[src/logic/xbus_pkg.sv]
// Constants and types shared by the expansion bus and wake logic
package xbus_pkg;
  // Timing
  localparam int CLK_PERIOD_NS = 10;
  localparam int NMI_STOP_CYCLES = 12;
  localparam int STROBE_CYCLES_DEFAULT = 3;
  localparam int STROBE_CYCLES_MIN = 3;
  localparam int STROBE_CYCLES_MAX = 15;

  // Address map, page is address bits 15..8
  localparam logic [7:0] INTERNAL_PAGE_END = 8'h05;
  localparam logic [7:0] EMU_DATA_PAGE_END = 8'h04;
  localparam logic [7:0] ROM_BASE_PAGE = 8'hE0;
  localparam int BANK_ADDR_LSB = 13;

  // Low-power control bit positions
  localparam int RING_WAKE_BIT = 5;
  localparam int HOST_WRITE_WAKE_BIT = 4;
  localparam int SERIAL_START_WAKE_BIT = 3;
  localparam int TERMINAL_READY_WAKE_BIT = 2;
  localparam int LINE_ALERT_WAKE_BIT = 1;

  // Synchroniser lane positions
  localparam int PIN_RESET = 0;
  localparam int PIN_NMI = 1;
  localparam int PIN_RING = 2;
  localparam int PIN_TXD = 3;
  localparam int PIN_HOST_SEL = 4;
  localparam int PIN_HOST_WR = 5;
  localparam int PIN_EMU = 6;
  localparam int PIN_DATA_LSB = 7;
  localparam int PIN_COUNT = 15;
  localparam logic [PIN_COUNT-1:0] PIN_RESET_VAL = 15'h007B;

  typedef enum logic [2:0] {
    LP_RUN = 3'h1,
    LP_SLEEP = 3'h2,
    LP_STOP = 3'h4
  } lp_state_t;

  typedef enum logic [3:0] {
    BS_IDLE = 4'h1,
    BS_ADDR = 4'h2,
    BS_STROBE = 4'h4,
    BS_DONE = 4'h8
  } bus_state_t;
endpackage

[src/logic/lp_if.sv]
// Signals between the pin logic and the low-power wake unit
`timescale 1ns/1ns
interface lp_if;
  logic nmi_n;
  logic ring;
  logic txd;
  logic host_sel_n;
  logic host_wr_n;
  logic [5:1] enables;
  logic sleep_req;
  logic stop_req;
  logic wake;
  logic low_power;
  modport ctrl (output nmi_n, ring, txd, host_sel_n, host_wr_n, enables, sleep_req, stop_req,
                input wake, low_power);
  modport unit (input nmi_n, ring, txd, host_sel_n, host_wr_n, enables, sleep_req, stop_req,
                output wake, low_power);
endinterface

[src/logic/mcu_expansion_bus_and_wake.sv]
// Expansion bus, reset, nmi, low-power wake and emulation pin logic
//
// Overview of operation
// [RULE_01] Address outputs float during reset
// [RULE_02] Top address lines follow bank bits 0-2
// [RULE_03] Eight-bit two-way data bus, floats in reset
// [RULE_04] Write strobe low stores data, high in reset
// [RULE_05] Read strobe low fetches data, high in reset
// [RULE_06] Reset pin resets all; vector fetch follows
// [RULE_07] Nmi falling edge taken at instruction end
// [RULE_08] Sleep wakes on low nmi level
// [RULE_09] Stop wakes after twelve low nmi cycles
// [RULE_10] Enabled ring high level wakes
// [RULE_11] Enabled host select and write low wakes
// [RULE_12] Enabled serial line low wakes
// [RULE_13] Enabled terminal ready low wakes
// [RULE_14] Enabled line alert low wakes
// [RULE_15] Emulation pin high: normal mode, internal rom
// [RULE_16] Normal mode hides internal page reads
// [RULE_17] Emulation mode sends program fetches external
// [RULE_18] Emulation shows internal data on data bus
// [RULE_19] Fetch indicator high on opcode fetch cycles
// [RULE_20] Bus phase clock follows strobe phase
// [RULE_21] Qualified wake condition resumes execution
`timescale 1ns/1ns
module mcu_expansion_bus_and_wake #(
  parameter int STROBE_CYCLES = xbus_pkg::STROBE_CYCLES_DEFAULT
) (
  // Clock and reset
  input wire logic i_core_clk,
  input wire logic i_reset,
  input wire logic i_reset_in_n,
  // Processor access port
  input wire logic i_cpu_req,
  input wire logic i_cpu_we,
  input wire logic i_cpu_opfetch,
  input wire logic i_cpu_progfetch,
  input wire logic [15:0] i_cpu_addr,
  input wire logic [7:0] i_cpu_wdata,
  input wire logic [7:0] i_internal_rdata,
  input wire logic [2:0] i_bank_map_bit,
  input wire logic i_instr_done,
  output logic o_cpu_busy,
  output logic o_cpu_rvalid,
  output logic [7:0] o_cpu_rdata,
  // Interrupt and reset sequencing
  input wire logic i_nmi_n,
  output logic o_nmi_take,
  output logic o_reset_vector_fetch,
  // Low-power control
  input wire logic [7:0] i_low_power_control,
  input wire logic i_sleep_req,
  input wire logic i_stop_req,
  input wire logic i_ring_detect_in,
  input wire logic i_serial_tx_line,
  input wire logic i_host_select_in,
  input wire logic i_host_write_in,
  output logic o_low_power,
  output logic o_wake,
  // Mode
  input wire logic i_emulation_select_n,
  output logic o_rom_enable,
  output logic o_fetch_indicator,
  output logic o_bus_phase_clock_out,
  // Expansion bus pins
  output logic [15:0] o_addr,
  output logic o_addr_oe_n,
  input wire logic [7:0] i_data,
  output logic [7:0] o_data,
  output logic o_data_oe_n,
  output logic o_bus_write_strobe_n,
  output logic o_bus_read_strobe_n
);
  initial begin
    if (STROBE_CYCLES < xbus_pkg::STROBE_CYCLES_MIN || STROBE_CYCLES > xbus_pkg::STROBE_CYCLES_MAX)
      $error("STROBE_CYCLES out of range");
  end

  logic [xbus_pkg::PIN_COUNT-1:0] pin_s;
  logic rst;
  logic rst_d_r;
  logic nmi_prev_r;
  logic nmi_pend_r;
  logic nmi_edge;
  logic emu_normal;
  logic [7:0] page;
  logic is_internal;
  logic go_ext;
  logic go_show;
  logic go_drive;
  xbus_pkg::bus_state_t bus_r;
  logic [3:0] strobe_cnt_r;
  logic ext_r;
  logic we_r;
  logic [7:0] int_data_r;
  lp_if lp ();

  // Data lanes are only sampled late in the strobe, after the two-flop delay
  pin_sync #(
    .W(xbus_pkg::PIN_COUNT),
    .RESET_VAL(xbus_pkg::PIN_RESET_VAL)
  ) u_pin_sync (
    .i_core_clk(i_core_clk),
    .i_reset(i_reset),
    .i_pins({i_data, i_emulation_select_n, i_host_write_in, i_host_select_in,
             i_serial_tx_line, i_ring_detect_in, i_nmi_n, i_reset_in_n}),
    .o_sync(pin_s)
  );

  assign rst = i_reset | ~pin_s[xbus_pkg::PIN_RESET]; // [RULE_06]
  assign emu_normal = pin_s[xbus_pkg::PIN_EMU];
  assign nmi_edge = nmi_prev_r & ~pin_s[xbus_pkg::PIN_NMI];

  assign lp.nmi_n = pin_s[xbus_pkg::PIN_NMI];
  assign lp.ring = pin_s[xbus_pkg::PIN_RING];
  assign lp.txd = pin_s[xbus_pkg::PIN_TXD];
  assign lp.host_sel_n = pin_s[xbus_pkg::PIN_HOST_SEL];
  assign lp.host_wr_n = pin_s[xbus_pkg::PIN_HOST_WR];
  assign lp.enables = i_low_power_control[5:1];
  assign lp.sleep_req = i_sleep_req;
  assign lp.stop_req = i_stop_req;

  wake_unit u_wake_unit (
    .i_core_clk(i_core_clk),
    .i_rst(rst),
    .lp(lp)
  );

  // Access classification at request time
  assign page = i_cpu_addr[15:8];
  assign is_internal = page < xbus_pkg::INTERNAL_PAGE_END;
  // Internal rom only in normal mode; emulation sends program fetches out
  assign go_ext = !is_internal && !(page >= xbus_pkg::ROM_BASE_PAGE && emu_normal
                                    && !(i_cpu_progfetch && !emu_normal)); // [RULE_15] [RULE_16] [RULE_17]
  assign go_show = go_ext || (!emu_normal && is_internal); // [RULE_18]
  assign go_drive = i_cpu_we ? go_show : (!emu_normal && page < xbus_pkg::EMU_DATA_PAGE_END); // [RULE_18]

  // Vector fetch pulse on the first cycle after reset releases
  always_ff @(posedge i_core_clk) begin
    if (i_reset) begin
      rst_d_r <= 1'b1;
      o_reset_vector_fetch <= 1'b0;
    end else begin
      rst_d_r <= rst;
      o_reset_vector_fetch <= rst_d_r & ~rst; // [RULE_06]
    end
  end

  // Nmi pending: an edge in the taking cycle is consumed, never lost
  always_ff @(posedge i_core_clk) begin
    if (rst) begin
      nmi_prev_r <= 1'b1;
      nmi_pend_r <= 1'b0;
      o_nmi_take <= 1'b0;
    end else begin
      nmi_prev_r <= pin_s[xbus_pkg::PIN_NMI];
      nmi_pend_r <= (nmi_pend_r | nmi_edge) & ~i_instr_done; // [RULE_07]
      o_nmi_take <= (nmi_pend_r | nmi_edge) & i_instr_done; // [RULE_07]
    end
  end

  always_ff @(posedge i_core_clk) begin
    if (rst) begin
      o_low_power <= 1'b0;
      o_wake <= 1'b0;
      o_rom_enable <= 1'b1;
    end else begin
      o_low_power <= lp.low_power;
      o_wake <= lp.wake; // [RULE_21]
      o_rom_enable <= emu_normal; // [RULE_15] [RULE_17]
    end
  end

  // Bus cycle sequencer
  always_ff @(posedge i_core_clk) begin
    if (rst) begin
      bus_r <= xbus_pkg::BS_IDLE;
      strobe_cnt_r <= 4'h0;
      ext_r <= 1'b0;
      we_r <= 1'b0;
      int_data_r <= 8'h00;
      o_cpu_busy <= 1'b0;
      o_cpu_rvalid <= 1'b0;
      o_cpu_rdata <= 8'h00;
      o_fetch_indicator <= 1'b0;
      o_bus_phase_clock_out <= 1'b0;
      o_addr <= 16'h0000;
      o_addr_oe_n <= 1'b1; // [RULE_01]
      o_data <= 8'h00;
      o_data_oe_n <= 1'b1; // [RULE_03]
      o_bus_write_strobe_n <= 1'b1; // [RULE_04]
      o_bus_read_strobe_n <= 1'b1; // [RULE_05]
    end else begin
      o_cpu_rvalid <= 1'b0;
      unique case (bus_r)
        xbus_pkg::BS_IDLE: begin
          if (i_cpu_req) begin
            o_cpu_busy <= 1'b1;
            ext_r <= go_ext;
            we_r <= i_cpu_we;
            int_data_r <= i_internal_rdata;
            o_fetch_indicator <= i_cpu_opfetch; // [RULE_19]
            if (go_show) begin
              bus_r <= xbus_pkg::BS_ADDR;
              o_addr <= {i_bank_map_bit, i_cpu_addr[xbus_pkg::BANK_ADDR_LSB-1:0]}; // [RULE_02]
              o_addr_oe_n <= 1'b0;
              o_data <= i_cpu_we ? i_cpu_wdata : i_internal_rdata; // [RULE_18]
              o_data_oe_n <= ~go_drive; // [RULE_03]
            end else begin
              bus_r <= xbus_pkg::BS_DONE; // [RULE_16]
            end
          end
        end
        xbus_pkg::BS_ADDR: begin
          bus_r <= xbus_pkg::BS_STROBE;
          strobe_cnt_r <= 4'(STROBE_CYCLES - 1);
          // Strobes only for real external cycles; shown internal cycles keep them high
          o_bus_write_strobe_n <= ~(ext_r & we_r); // [RULE_04]
          o_bus_read_strobe_n <= ~(ext_r & ~we_r); // [RULE_05]
          o_bus_phase_clock_out <= 1'b1; // [RULE_20]
        end
        xbus_pkg::BS_STROBE: begin
          if (strobe_cnt_r == 4'h0) begin
            bus_r <= xbus_pkg::BS_DONE;
            o_bus_write_strobe_n <= 1'b1;
            o_bus_read_strobe_n <= 1'b1;
            o_bus_phase_clock_out <= 1'b0; // [RULE_20]
            if (ext_r && !we_r) begin
              int_data_r <= pin_s[xbus_pkg::PIN_DATA_LSB +: 8]; // [RULE_05]
            end
          end else begin
            strobe_cnt_r <= strobe_cnt_r - 4'h1;
          end
        end
        xbus_pkg::BS_DONE: begin
          bus_r <= xbus_pkg::BS_IDLE;
          o_cpu_busy <= 1'b0;
          o_cpu_rvalid <= ~we_r;
          o_cpu_rdata <= int_data_r;
          o_fetch_indicator <= 1'b0;
          o_addr_oe_n <= 1'b1;
          o_data_oe_n <= 1'b1;
        end
        default: begin
          bus_r <= xbus_pkg::BS_IDLE;
        end
      endcase
    end
  end

  property p_reset_floats;
    @(posedge i_core_clk) rst |=> (o_addr_oe_n && o_data_oe_n && o_bus_write_strobe_n && o_bus_read_strobe_n);
  endproperty
  a_reset_floats: assert property (p_reset_floats) else $error("bus not idle after reset cycle"); // [RULE_01]

  property p_bank_bits;
    @(posedge i_core_clk) disable iff (rst)
      (bus_r == xbus_pkg::BS_IDLE && i_cpu_req && go_ext) |=> (o_addr[15:13] == $past(i_bank_map_bit));
  endproperty
  a_bank_bits: assert property (p_bank_bits) else $error("high address not from bank bits"); // [RULE_02]

  property p_write_strobe;
    @(posedge i_core_clk) disable iff (rst)
      (bus_r == xbus_pkg::BS_IDLE && i_cpu_req && i_cpu_we && go_ext)
        |=> ##1 (!o_bus_write_strobe_n && !o_data_oe_n && o_bus_read_strobe_n)[*3];
  endproperty
  a_write_strobe: assert property (p_write_strobe) else $error("write strobe or data drive missing"); // [RULE_04]

  property p_read_strobe;
    @(posedge i_core_clk) disable iff (rst)
      (bus_r == xbus_pkg::BS_IDLE && i_cpu_req && !i_cpu_we && go_ext)
        |=> o_data_oe_n ##1 (!o_bus_read_strobe_n && o_data_oe_n);
  endproperty
  a_read_strobe: assert property (p_read_strobe) else $error("read strobe missing or data driven"); // [RULE_05]

  property p_normal_hidden;
    @(posedge i_core_clk) disable iff (rst)
      (bus_r == xbus_pkg::BS_IDLE && i_cpu_req && !i_cpu_we && is_internal && emu_normal)
        |=> (o_addr_oe_n && o_bus_read_strobe_n) ##1 (o_cpu_rvalid && o_addr_oe_n);
  endproperty
  a_normal_hidden: assert property (p_normal_hidden) else $error("internal read leaked to bus"); // [RULE_16]

  property p_emu_fetch_ext;
    @(posedge i_core_clk) disable iff (rst)
      (bus_r == xbus_pkg::BS_IDLE && i_cpu_req && !i_cpu_we && i_cpu_progfetch && !emu_normal
       && page >= xbus_pkg::ROM_BASE_PAGE) |=> ##1 !o_bus_read_strobe_n;
  endproperty
  a_emu_fetch_ext: assert property (p_emu_fetch_ext) else $error("emulation fetch not external"); // [RULE_17]

  property p_emu_show_data;
    @(posedge i_core_clk) disable iff (rst)
      (bus_r == xbus_pkg::BS_IDLE && i_cpu_req && !i_cpu_we && !emu_normal
       && page < xbus_pkg::EMU_DATA_PAGE_END) |=> (!o_data_oe_n && o_data == $past(i_internal_rdata));
  endproperty
  a_emu_show_data: assert property (p_emu_show_data) else $error("internal data not shown"); // [RULE_18]

  property p_fetch_flag;
    @(posedge i_core_clk) disable iff (rst)
      (bus_r == xbus_pkg::BS_IDLE && i_cpu_req) |=> (o_fetch_indicator == $past(i_cpu_opfetch));
  endproperty
  a_fetch_flag: assert property (p_fetch_flag) else $error("fetch indicator wrong"); // [RULE_19]

  property p_phase_clock;
    @(posedge i_core_clk) disable iff (rst)
      (!o_bus_read_strobe_n || !o_bus_write_strobe_n) |-> o_bus_phase_clock_out;
  endproperty
  a_phase_clock: assert property (p_phase_clock) else $error("strobe outside bus clock phase"); // [RULE_20]

  property p_nmi_take;
    @(posedge i_core_clk) disable iff (rst)
      (nmi_edge && !i_instr_done) ##1 (i_instr_done && !$past(i_instr_done)) |=> o_nmi_take;
  endproperty
  a_nmi_take: assert property (p_nmi_take) else $error("nmi not taken at instruction end"); // [RULE_07]

  property p_vector_fetch;
    @(posedge i_core_clk) disable iff (i_reset)
      $fell(rst) |-> ##1 o_reset_vector_fetch;
  endproperty
  a_vector_fetch: assert property (p_vector_fetch) else $error("no vector fetch after reset"); // [RULE_06]
endmodule

[src/logic/pin_sync.sv]
// Two-flop synchronisers for asynchronous pins
`timescale 1ns/1ns
module pin_sync #(
  parameter int W = 1,
  parameter logic [W-1:0] RESET_VAL = '0
) (
  // Clock and reset
  input wire logic i_core_clk,
  input wire logic i_reset,
  // Pins
  input wire logic [W-1:0] i_pins,
  output logic [W-1:0] o_sync
);
  initial begin
    if (W < 1) $error("pin_sync needs at least one lane");
  end

  logic [W-1:0] meta_r;

  for (genvar g = 0; g < W; g++) begin : g_lane
    always_ff @(posedge i_core_clk) begin
      if (i_reset) begin
        meta_r[g] <= RESET_VAL[g];
        o_sync[g] <= RESET_VAL[g];
      end else begin
        meta_r[g] <= i_pins[g];
        o_sync[g] <= meta_r[g];
      end
    end
  end
endmodule

[src/logic/wake_unit.sv]
// Sleep and stop state with qualified wake-up conditions
`timescale 1ns/1ns
module wake_unit (
  // Clock and reset
  input wire logic i_core_clk,
  input wire logic i_rst,
  // Link to pin logic
  lp_if.unit lp
);
  xbus_pkg::lp_state_t state_r;
  logic [3:0] nmi_cnt_r;
  logic wake_r;
  logic qual;
  logic stop_done;

  // Any enabled condition wakes from either low-power state
  assign qual = (lp.ring & lp.enables[xbus_pkg::RING_WAKE_BIT]) | // [RULE_10]
                (~lp.host_sel_n & ~lp.host_wr_n & lp.enables[xbus_pkg::HOST_WRITE_WAKE_BIT]) | // [RULE_11]
                (~lp.txd & lp.enables[xbus_pkg::SERIAL_START_WAKE_BIT]) | // [RULE_12]
                (~lp.host_sel_n & lp.enables[xbus_pkg::TERMINAL_READY_WAKE_BIT]) | // [RULE_13]
                (~lp.host_wr_n & lp.enables[xbus_pkg::LINE_ALERT_WAKE_BIT]); // [RULE_14]
  // Twelfth consecutive low sample
  assign stop_done = ~lp.nmi_n && (nmi_cnt_r == 4'(xbus_pkg::NMI_STOP_CYCLES - 1)); // [RULE_09]

  assign lp.wake = wake_r;
  assign lp.low_power = (state_r != xbus_pkg::LP_RUN);

  always_ff @(posedge i_core_clk) begin
    if (i_rst) begin
      nmi_cnt_r <= 4'h0;
    end else if (state_r == xbus_pkg::LP_STOP && ~lp.nmi_n && !stop_done) begin
      nmi_cnt_r <= nmi_cnt_r + 4'h1;
    end else begin
      nmi_cnt_r <= 4'h0;
    end
  end

  always_ff @(posedge i_core_clk) begin
    if (i_rst) begin
      state_r <= xbus_pkg::LP_RUN;
      wake_r <= 1'b0;
    end else begin
      wake_r <= 1'b0;
      unique case (state_r)
        xbus_pkg::LP_RUN: begin
          if (lp.stop_req) begin
            state_r <= xbus_pkg::LP_STOP;
          end else if (lp.sleep_req) begin
            state_r <= xbus_pkg::LP_SLEEP;
          end
        end
        xbus_pkg::LP_SLEEP: begin
          if (~lp.nmi_n || qual) begin // [RULE_08] [RULE_21]
            state_r <= xbus_pkg::LP_RUN;
            wake_r <= 1'b1;
          end
        end
        xbus_pkg::LP_STOP: begin
          if (stop_done || qual) begin // [RULE_09] [RULE_21]
            state_r <= xbus_pkg::LP_RUN;
            wake_r <= 1'b1;
          end
        end
        default: begin
          state_r <= xbus_pkg::LP_RUN;
        end
      endcase
    end
  end

  property p_sleep_nmi_wake;
    @(posedge i_core_clk) disable iff (i_rst)
      (state_r == xbus_pkg::LP_SLEEP && !lp.nmi_n) |=> (wake_r && state_r == xbus_pkg::LP_RUN);
  endproperty
  a_sleep_nmi_wake: assert property (p_sleep_nmi_wake) else $error("sleep did not wake on low nmi"); // [RULE_08]

  // Separate run length of low nmi samples in stop; saturates so it never wraps onto the trigger value
  logic [3:0] low_run_r;
  always_ff @(posedge i_core_clk) begin
    if (i_rst || state_r != xbus_pkg::LP_STOP || lp.nmi_n) begin
      low_run_r <= 4'h0;
    end else if (low_run_r != 4'hF) begin
      low_run_r <= low_run_r + 4'h1;
    end
  end

  property p_stop_nmi_wake;
    @(posedge i_core_clk) disable iff (i_rst)
      (state_r == xbus_pkg::LP_STOP && !lp.nmi_n && low_run_r == 4'(xbus_pkg::NMI_STOP_CYCLES - 1)) |=> wake_r;
  endproperty
  a_stop_nmi_wake: assert property (p_stop_nmi_wake) else $error("stop did not wake after 12 low cycles"); // [RULE_09]

  property p_stop_no_early;
    @(posedge i_core_clk) disable iff (i_rst)
      (state_r == xbus_pkg::LP_STOP && !qual && nmi_cnt_r < 4'hB) |=> !wake_r;
  endproperty
  a_stop_no_early: assert property (p_stop_no_early) else $error("stop woke before 12 low cycles"); // [RULE_09]

  property p_ring_wake;
    @(posedge i_core_clk) disable iff (i_rst)
      (state_r != xbus_pkg::LP_RUN && lp.ring && lp.enables[xbus_pkg::RING_WAKE_BIT]) |=> wake_r;
  endproperty
  a_ring_wake: assert property (p_ring_wake) else $error("enabled ring did not wake"); // [RULE_10]

  property p_host_write_wake;
    @(posedge i_core_clk) disable iff (i_rst)
      (state_r != xbus_pkg::LP_RUN && !lp.host_sel_n && !lp.host_wr_n
       && lp.enables[xbus_pkg::HOST_WRITE_WAKE_BIT]) |=> (wake_r && state_r == xbus_pkg::LP_RUN);
  endproperty
  a_host_write_wake: assert property (p_host_write_wake) else $error("enabled host write did not wake"); // [RULE_11]

  property p_no_wake_unqualified;
    @(posedge i_core_clk) disable iff (i_rst)
      (state_r == xbus_pkg::LP_SLEEP && lp.nmi_n && !qual) |=> (!wake_r && state_r == xbus_pkg::LP_SLEEP);
  endproperty
  a_no_wake_unqualified: assert property (p_no_wake_unqualified) else $error("woke without a cause"); // [RULE_21]
endmodule

[config.mk]
export PLATFORM = sky130hd
export DESIGN_NAME = mcu_expansion_bus_and_wake
export DESIGN_NICKNAME = d
export VERILOG_FILES = /design/src/logic/xbus_pkg.sv /design/src/logic/lp_if.sv /design/src/logic/mcu_expansion_bus_and_wake.sv /design/src/logic/pin_sync.sv /design/src/logic/wake_unit.sv
export SDC_FILE = /design/constraint.sdc
export NUM_CORES = 1
export LEC_CHECK = 0
export BUFFER_PORTS_ARGS = -buffer_cell sky130_fd_sc_hd__buf_2
export CAP_MARGIN = 20
export CORE_MARGIN = 2
export CORE_UTILIZATION = 40
export CTS_CLUSTER_SIZE = 14
export DETAILED_ROUTE_END_ITERATION = 10
export GPL_ROUTABILITY_DRIVEN = 0
export PLACE_DENSITY_LB_ADDON = 0.1
export SLEW_MARGIN = 5
export SYNTH_ARGS = -nofsm -noshare
export SYNTH_HDL_FRONTEND = slang
export SYNTH_SLANG_ARGS = --single-unit
export TNS_END_PERCENT = 50
[constraint.sdc]
create_clock -name i_core_clk -period 4.35 [get_ports i_core_clk]
set_input_delay 0 -clock i_core_clk [delete_from_list [all_inputs] [get_ports i_core_clk]]
set_output_delay 0 -clock i_core_clk [all_outputs]
set_load 0.005 [all_outputs]
======== After elaboration in Yosys (flattened, before gate mapping) ========
Cells that the tools add are included.
operators by class
  $add $sub $neg .......................... 2
  $lt $le $gt $ge ......................... 3
  equal/unequal tests ..................... 17
  multiplexer cells ....................... 35
  bitwise gates (word level) .............. 31
  reduce and logical (&&, ||, !) cells .... 34
operator list
  operator                                                              count
  8-bit two-way mux                                                     4
  8-bit by 3-bit < comparator with 1-bit output, second input constant  2
  4-bit two-way mux                                                     4
  1-bit one-hot mux with 2 select lines                                 8
  8-bit one-hot mux with 2 select lines                                 1
  1-bit NOT                                                             13
  1-bit bitwise AND                                                     12
  3-bit two-way mux                                                     4
  2-bit != test, second input constant                                  6
  4-bit one-hot mux with 3 select lines                                 1
  1-bit two-way mux                                                     11
  1-bit logical AND                                                     10
  2-bit AND reduction                                                   5
  3-bit one-hot mux with 3 select lines                                 1
  3-bit AND reduction                                                   3
  4-bit == test, second input constant                                  2
  8-bit greater-or-equal comparator, second input constant              1
  4-bit one-hot mux with 2 select lines                                 1
  1-bit zero test                                                       6
  1-bit bitwise OR                                                      6
  2-bit nonzero test                                                    3
  4-bit by 1-bit adder with 4-bit output, second input constant         1
  4-bit by 1-bit == test with 1-bit output, second input constant       1
  4-bit by 2-bit == test with 1-bit output, second input constant       1
  other kinds (12)                                                      15
word-level totals
  register bits after elaboration ......... 104
  output and inout port bits .............. 45
  logic and storage cells ................. 179

======== Longest topological paths before layout ========
  depth in word-level cells ............... 12
  depth in mapped cells ................... 6
  depth with buffers taken out ............ 6

======== Hierarchy ========
Synthesis repeated with hierarchy kept, for this count alone.
second synthesis, totals
  cells, all modules ...................... 421
  area total of the unflattened synthesis .. 3,977.6 um2
modules (own cells, without submodules)
  module                      times used  cells an instance  area each (um2)  seq. area each (um2)
  mcu_expansion_bus_and_wake  1           308                2,755.1          1,321.3
  pin_sync                    1           63                 809.5            600.6
  wake_unit                   1           50                 412.9            160.2

======== Least setup slack after synthesis ========
OpenSTA, ideal clock, no wires.
  path kind ............................... register to register
  from .................................... register strobe_cnt_r[0]
  to ...................................... register int_data_r[0]
  library setup time ...................... 0.132 ns
  arrival ................................. 1.688 ns
  data required time ...................... 4.218 ns
  slack ................................... 2.530 ns
  stages on the path, launching flop included .. 7
  path buffers ............................ 0
  clock period less this slack ............ 1.820 ns
  cells stage by stage .................... dfxtp_1 > inv_1 > ha_1 > or3b_2 > o21a_1 > a2111oi_0 > nor3_1
between the ends
  cells in the longest elaborated chain, start to end .. 3
RTL lines
  element                        line                               RTL
  start, declared                mcu_expansion_bus_and_wake.sv:92   logic [3:0] strobe_cnt_r;
  start signal, assigned         mcu_expansion_bus_and_wake.sv:216  strobe_cnt_r <= 4'(STROBE_CYCLES - 1);
  start signal, assigned         mcu_expansion_bus_and_wake.sv:232  strobe_cnt_r <= strobe_cnt_r - 4'h1;
  4-bit zero test                mcu_expansion_bus_and_wake.sv:223  if (strobe_cnt_r == 4'h0) begin
  2-bit != test (no line)        n/a
  4-bit AND reduction (no line)  n/a
  end signal, assigned           mcu_expansion_bus_and_wake.sv:201  int_data_r <= i_internal_rdata;
  end signal, assigned           mcu_expansion_bus_and_wake.sv:229  int_data_r <= pin_s[xbus_pkg::PIN_DATA_LSB +: 8];
  end, declared                  mcu_expansion_bus_and_wake.sv:95   logic [7:0] int_data_r;
No other way between the ends.
A chain may end at the register's enable or synchronous reset.

======== Worst setup path in the final report ========
  from .................................... register bus_r[0]
  to ...................................... register bus_r[1]
between the ends
  cells in the longest elaborated chain, start to end .. 3
  elaborated cells on any way between the ends .. 7
  those cells by class .................... eq/ne: 5; mux: 1; reduce/logical: 1
RTL lines
  element                                                                                                      line                               RTL
  start, declared                                                                                              mcu_expansion_bus_and_wake.sv:91   xbus_pkg::bus_state_t bus_r;
  start signal, assigned                                                                                       mcu_expansion_bus_and_wake.sv:177  bus_r <= xbus_pkg::BS_IDLE;
  start signal, assigned                                                                                       mcu_expansion_bus_and_wake.sv:204  bus_r <= xbus_pkg::BS_ADDR;
  start signal, assigned                                                                                       mcu_expansion_bus_and_wake.sv:210  bus_r <= xbus_pkg::BS_DONE;
  4-bit by 3-bit == test with 1-bit output / 4-bit by 1-bit == test with 1-bit output (equally long branches)  mcu_expansion_bus_and_wake.sv:195  unique case (bus_r)
  2-bit != test (no line)                                                                                      n/a
  2-bit AND reduction (no line)                                                                                n/a
Several ways; a longest one is shown, not always the timed one.

==> results.sh <==
export IMPL_outcome="completed"
export IMPL_muxShareOfSynthArea_pct=3.13
export IMPL_place_area_um2=4570
export IMPL_ctsResizeCount=0
export IMPL_totalWireLength_um=9360
export IMPL_setup_violations=0
export IMPL_worstMarginPinSlew_ns=0.977
export IMPL_antenna_found_initial=0
export IMPL_met1Wirelength_um=4490
export IMPL_top_layer="met4"
export IMPL_first_pass_iters=4
export IMPL_cts_tree="yes"
export IMPL_postLayoutCoreUtil_pct=54.1
export IMPL_die_width_um=104
export IMPL_die_area_um2=10700
export IMPL_p_sw_w=0.000463
export IMPL_worst_hold_slack_ns=0.0183
export IMPL_seq_power_share_pct=53.5
export IMPL_clkPwrFrac_pct=33.2
export IMPL_min_path_type="primary input to flop"
export IMPL_ys_seq_area_share_pct=52.6
export IMPL_synth_compound_gate_area_share_pct=16.2
export IMPL_synth_top_family_by_area="simple AND/OR/NAND/NOR gates"
export IMPL_nFillCells=911
export IMPL_via_per_inst=4.90
export IMPL_core_area_um2=9680
export IMPL_vias=3407
export IMPL_globalRouteOverflowTotal=0
export IMPL_ctsHtreeMaxLevel=3
export IMPL_clockRootBuffer="clkbuf_8"
export IMPL_met3_length_um=359
export IMPL_finClkSkew_ns=0.00984
export IMPL_drive_gt1_share_pct=26.3
export IMPL_combPwrFrac_pct=13.4
export IMPL_synth_xor_area_share_pct=0.884
export IMPL_drt_iter0_markers=111
export IMPL_path_clk_slew_ns=0.09
export IMPL_die_h_um=104
export IMPL_grt_use_total_pct=17.4
export IMPL_synth_top_cell_area_share_pct=52.6
export IMPL_place_hpwl_um=6110
export IMPL_netlist_instances=416
export IMPL_max_slew_margin_pct=34.9
export IMPL_io_buffers=107
export IMPL_rsz0062_at_grt="no"
export IMPL_power_density_nw_per_um2=369
export IMPL_netlist_area_um2=3960
export IMPL_ios=112
export IMPL_final_max_slew_viol_count=0
export IMPL_insertion_delay_ns=0.36
export IMPL_finalInstanceArea_um2=5240
export IMPL_path_max_fanout=26
export IMPL_critPathLaunchType="flop"
export IMPL_worst_setup_path_type="flop to flop"
export IMPL_grt_pass1_vias=3206
export IMPL_synthFlopType="dfxtp_1"
export IMPL_cts_sinks=104
export IMPL_tns_ns=0
export IMPL_synthTopCellsByArea="dfxtp_1, a21oi_1, nor2b_1"
export IMPL_hold_violations=0
export IMPL_synthTopCellsByCount="dfxtp_1, a21oi_1, nand2_1, nor2b_1"
export IMPL_maxCapViolations=0
export IMPL_ys_seq_elements=104
export IMPL_drc=0
export IMPL_syn_to_final_growth_pct=32.3
export IMPL_synth_area_leader_cell="dfxtp_1"
export IMPL_postSynth_asyncResetShare_pct=0
export IMPL_arrival_ns=2.67
export IMPL_intPower_w=0.00147
export IMPL_power_total_w=0.00193
export IMPL_peakVddDrop_v=0.000187
export IMPL_postRouteAntennaNets=0
export IMPL_route_met2_wl_um=4360
export IMPL_cts_buffers=9
export IMPL_start_util_pct=40.9
export IMPL_wire_per_inst_um=13.5
export IMPL_fin_nets=629
export IMPL_cp_required_ns=4.61
export IMPL_avgSynthCellArea_um2=9.52
export IMPL_netlist_cell_type_count=59
export IMPL_row_count=36
export IMPL_synth_edf_count=0
export IMPL_swShare_pct=23.9
export IMPL_ys_warnings_count=0
export IMPL_critical_path_endpoint_type="flop"
export IMPL_p_leak_nw=2.18
export IMPL_fmax_ghz=0.416
export IMPL_synth_adder_area_share_pct=0.948
export IMPL_antenna_cells=0
export IMPL_cts_buffer_depth=2
export IMPL_synth_most_common_cell="dfxtp_1"
export IMPL_grt_start_max_net_pins=56
export IMPL_fin_crit_ns=2.41
export IMPL_synth_nets=486
export IMPL_grt_pass1_wl_um=15400
export IMPL_yosys_area_share_simple_pct=22.6
export IMPL_fin_crit_sh_pct=55.3
[stage by stage]
| stage | std cells | setup slack, ns |
|---|---|---|
| after CTS | 694 | 1.96 |
| after detailed placement | 635 | 1.99 |
| final | 695 | 1.94 |
| after global routing | 695 | 1.65 |
| after global placement | 635 | 2.02 |
| after floorplan | 416 | 2.53 |
[registers in the layout, summed over array words and instances, names as in the netlist, 3 cells and up]
| name | flops |
|---|---|
| u_wake_unit.nmi_cnt_r | 4 |
| bus_r | 4 |
| o_cpu_rdata | 8 |
| o_addr | 16 |
| u_pin_sync.meta_r | 15 |
| o_data | 8 |
| strobe_cnt_r | 4 |
| int_data_r | 8 |
| u_wake_unit.state_r | 3 |
| u_pin_sync.o_sync | 15 |
[final cells by class]
class | instances | area [µm²] | share of cell area, %
repair buffers | 155 | 1020 | 19.4
well taps | 133 | 166 | 3.17
inverters | 10 | 37.5 | 0.716
clock inverters | 3 | 67.6 | 1.29
flip-flops and latches | 104 | 2080 | 39.7
clock buffers | 11 | 141 | 2.70
multi-input cells | 279 | 1730 | 33.0
[layer usage]
metal / track usage, % / vias up
met3: 3.15 / 12
met2: 28.5 / 75
met4: 6.47 / 0
met1: 23.0 / 1576
met5: 0 / -
li1: - / 1744
[layout by cell type, fill, tap and decap left out, types with 3 or more instances in the layout]
cell type      count
or2_2             13
a2111oi_0          9
nor2_1            18
and2_1             4
nor2b_1           26
a21o_1             3
buf_2            107
dfxtp_1          104
nand2_1           28
xnor2_1            3
ha_1               3
mux2i_1            9
a211oi_1           9
nand2b_1           6
nor3_1            14
and2b_1            3
nand3_1           21
dlygate4sd3_1     45
clkbuf_8          10
o21ai_0           21
a21oi_1           48
inv_1              9
[path summary, 6_finish.rpt]
path	start	to	slack [ns]	cells past startpoint
worst max-delay path	bus_r[0]	bus_r[1]	1.94	4
worst min-delay path	i_internal_rdata[5]	o_data[5]	0.02	3
worst max register to register	bus_r[0]	bus_r[1]	1.94	4
worst min register to register	u_pin_sync.meta_r[1]	u_pin_sync.o_sync[1]	0.41	1
[critical path, stage by stage (launching register included)]
cell and delay (ns):
dfxtp_1 0.50, nor4b_4 0.45, and3_1 0.84, nand2_1 0.25, a211oi_1 0.26
[power groups by stage]
| stage | Sequential (W) | Combinational, W | Clock (W) |
|---|---|---|---|
| final | 0.00103 | 0.000259 | 0.000642 |
| after global routing | 0.00104 | 0.000289 | 0.000695 |
| after CTS | 0.00103 | 0.000260 | 0.000663 |
| after detailed placement | 0.00106 | 0.000227 | 0 |
| after global placement | 0.00106 | 0.000224 | 0 |
| after floorplan | 0.00105 | 0.000146 | 0 |
[repair_timing]
item | in CTS | in global routing
hold endpoints to repair | 43 | 0
buffers inserted | 0 | 0
endpoints found under the setup margin | 0 | 0
hold buffers | 45 | 0
[kinds of logic (layout without fill, tap and decap cells)]
logic type / Yosys count / count (layout)
flip-flops: 104 / 104
XOR/XNOR: 4 / 4
buffers and inverters: 33 / 179
adder cells (fa/ha/maj): 3 / 3
AND/OR/NAND/NOR: 156 / 156
AO/OA/AOI/OAI: 105 / 105
multiplexers: 11 / 11
(Power assumes the default switching activity.)
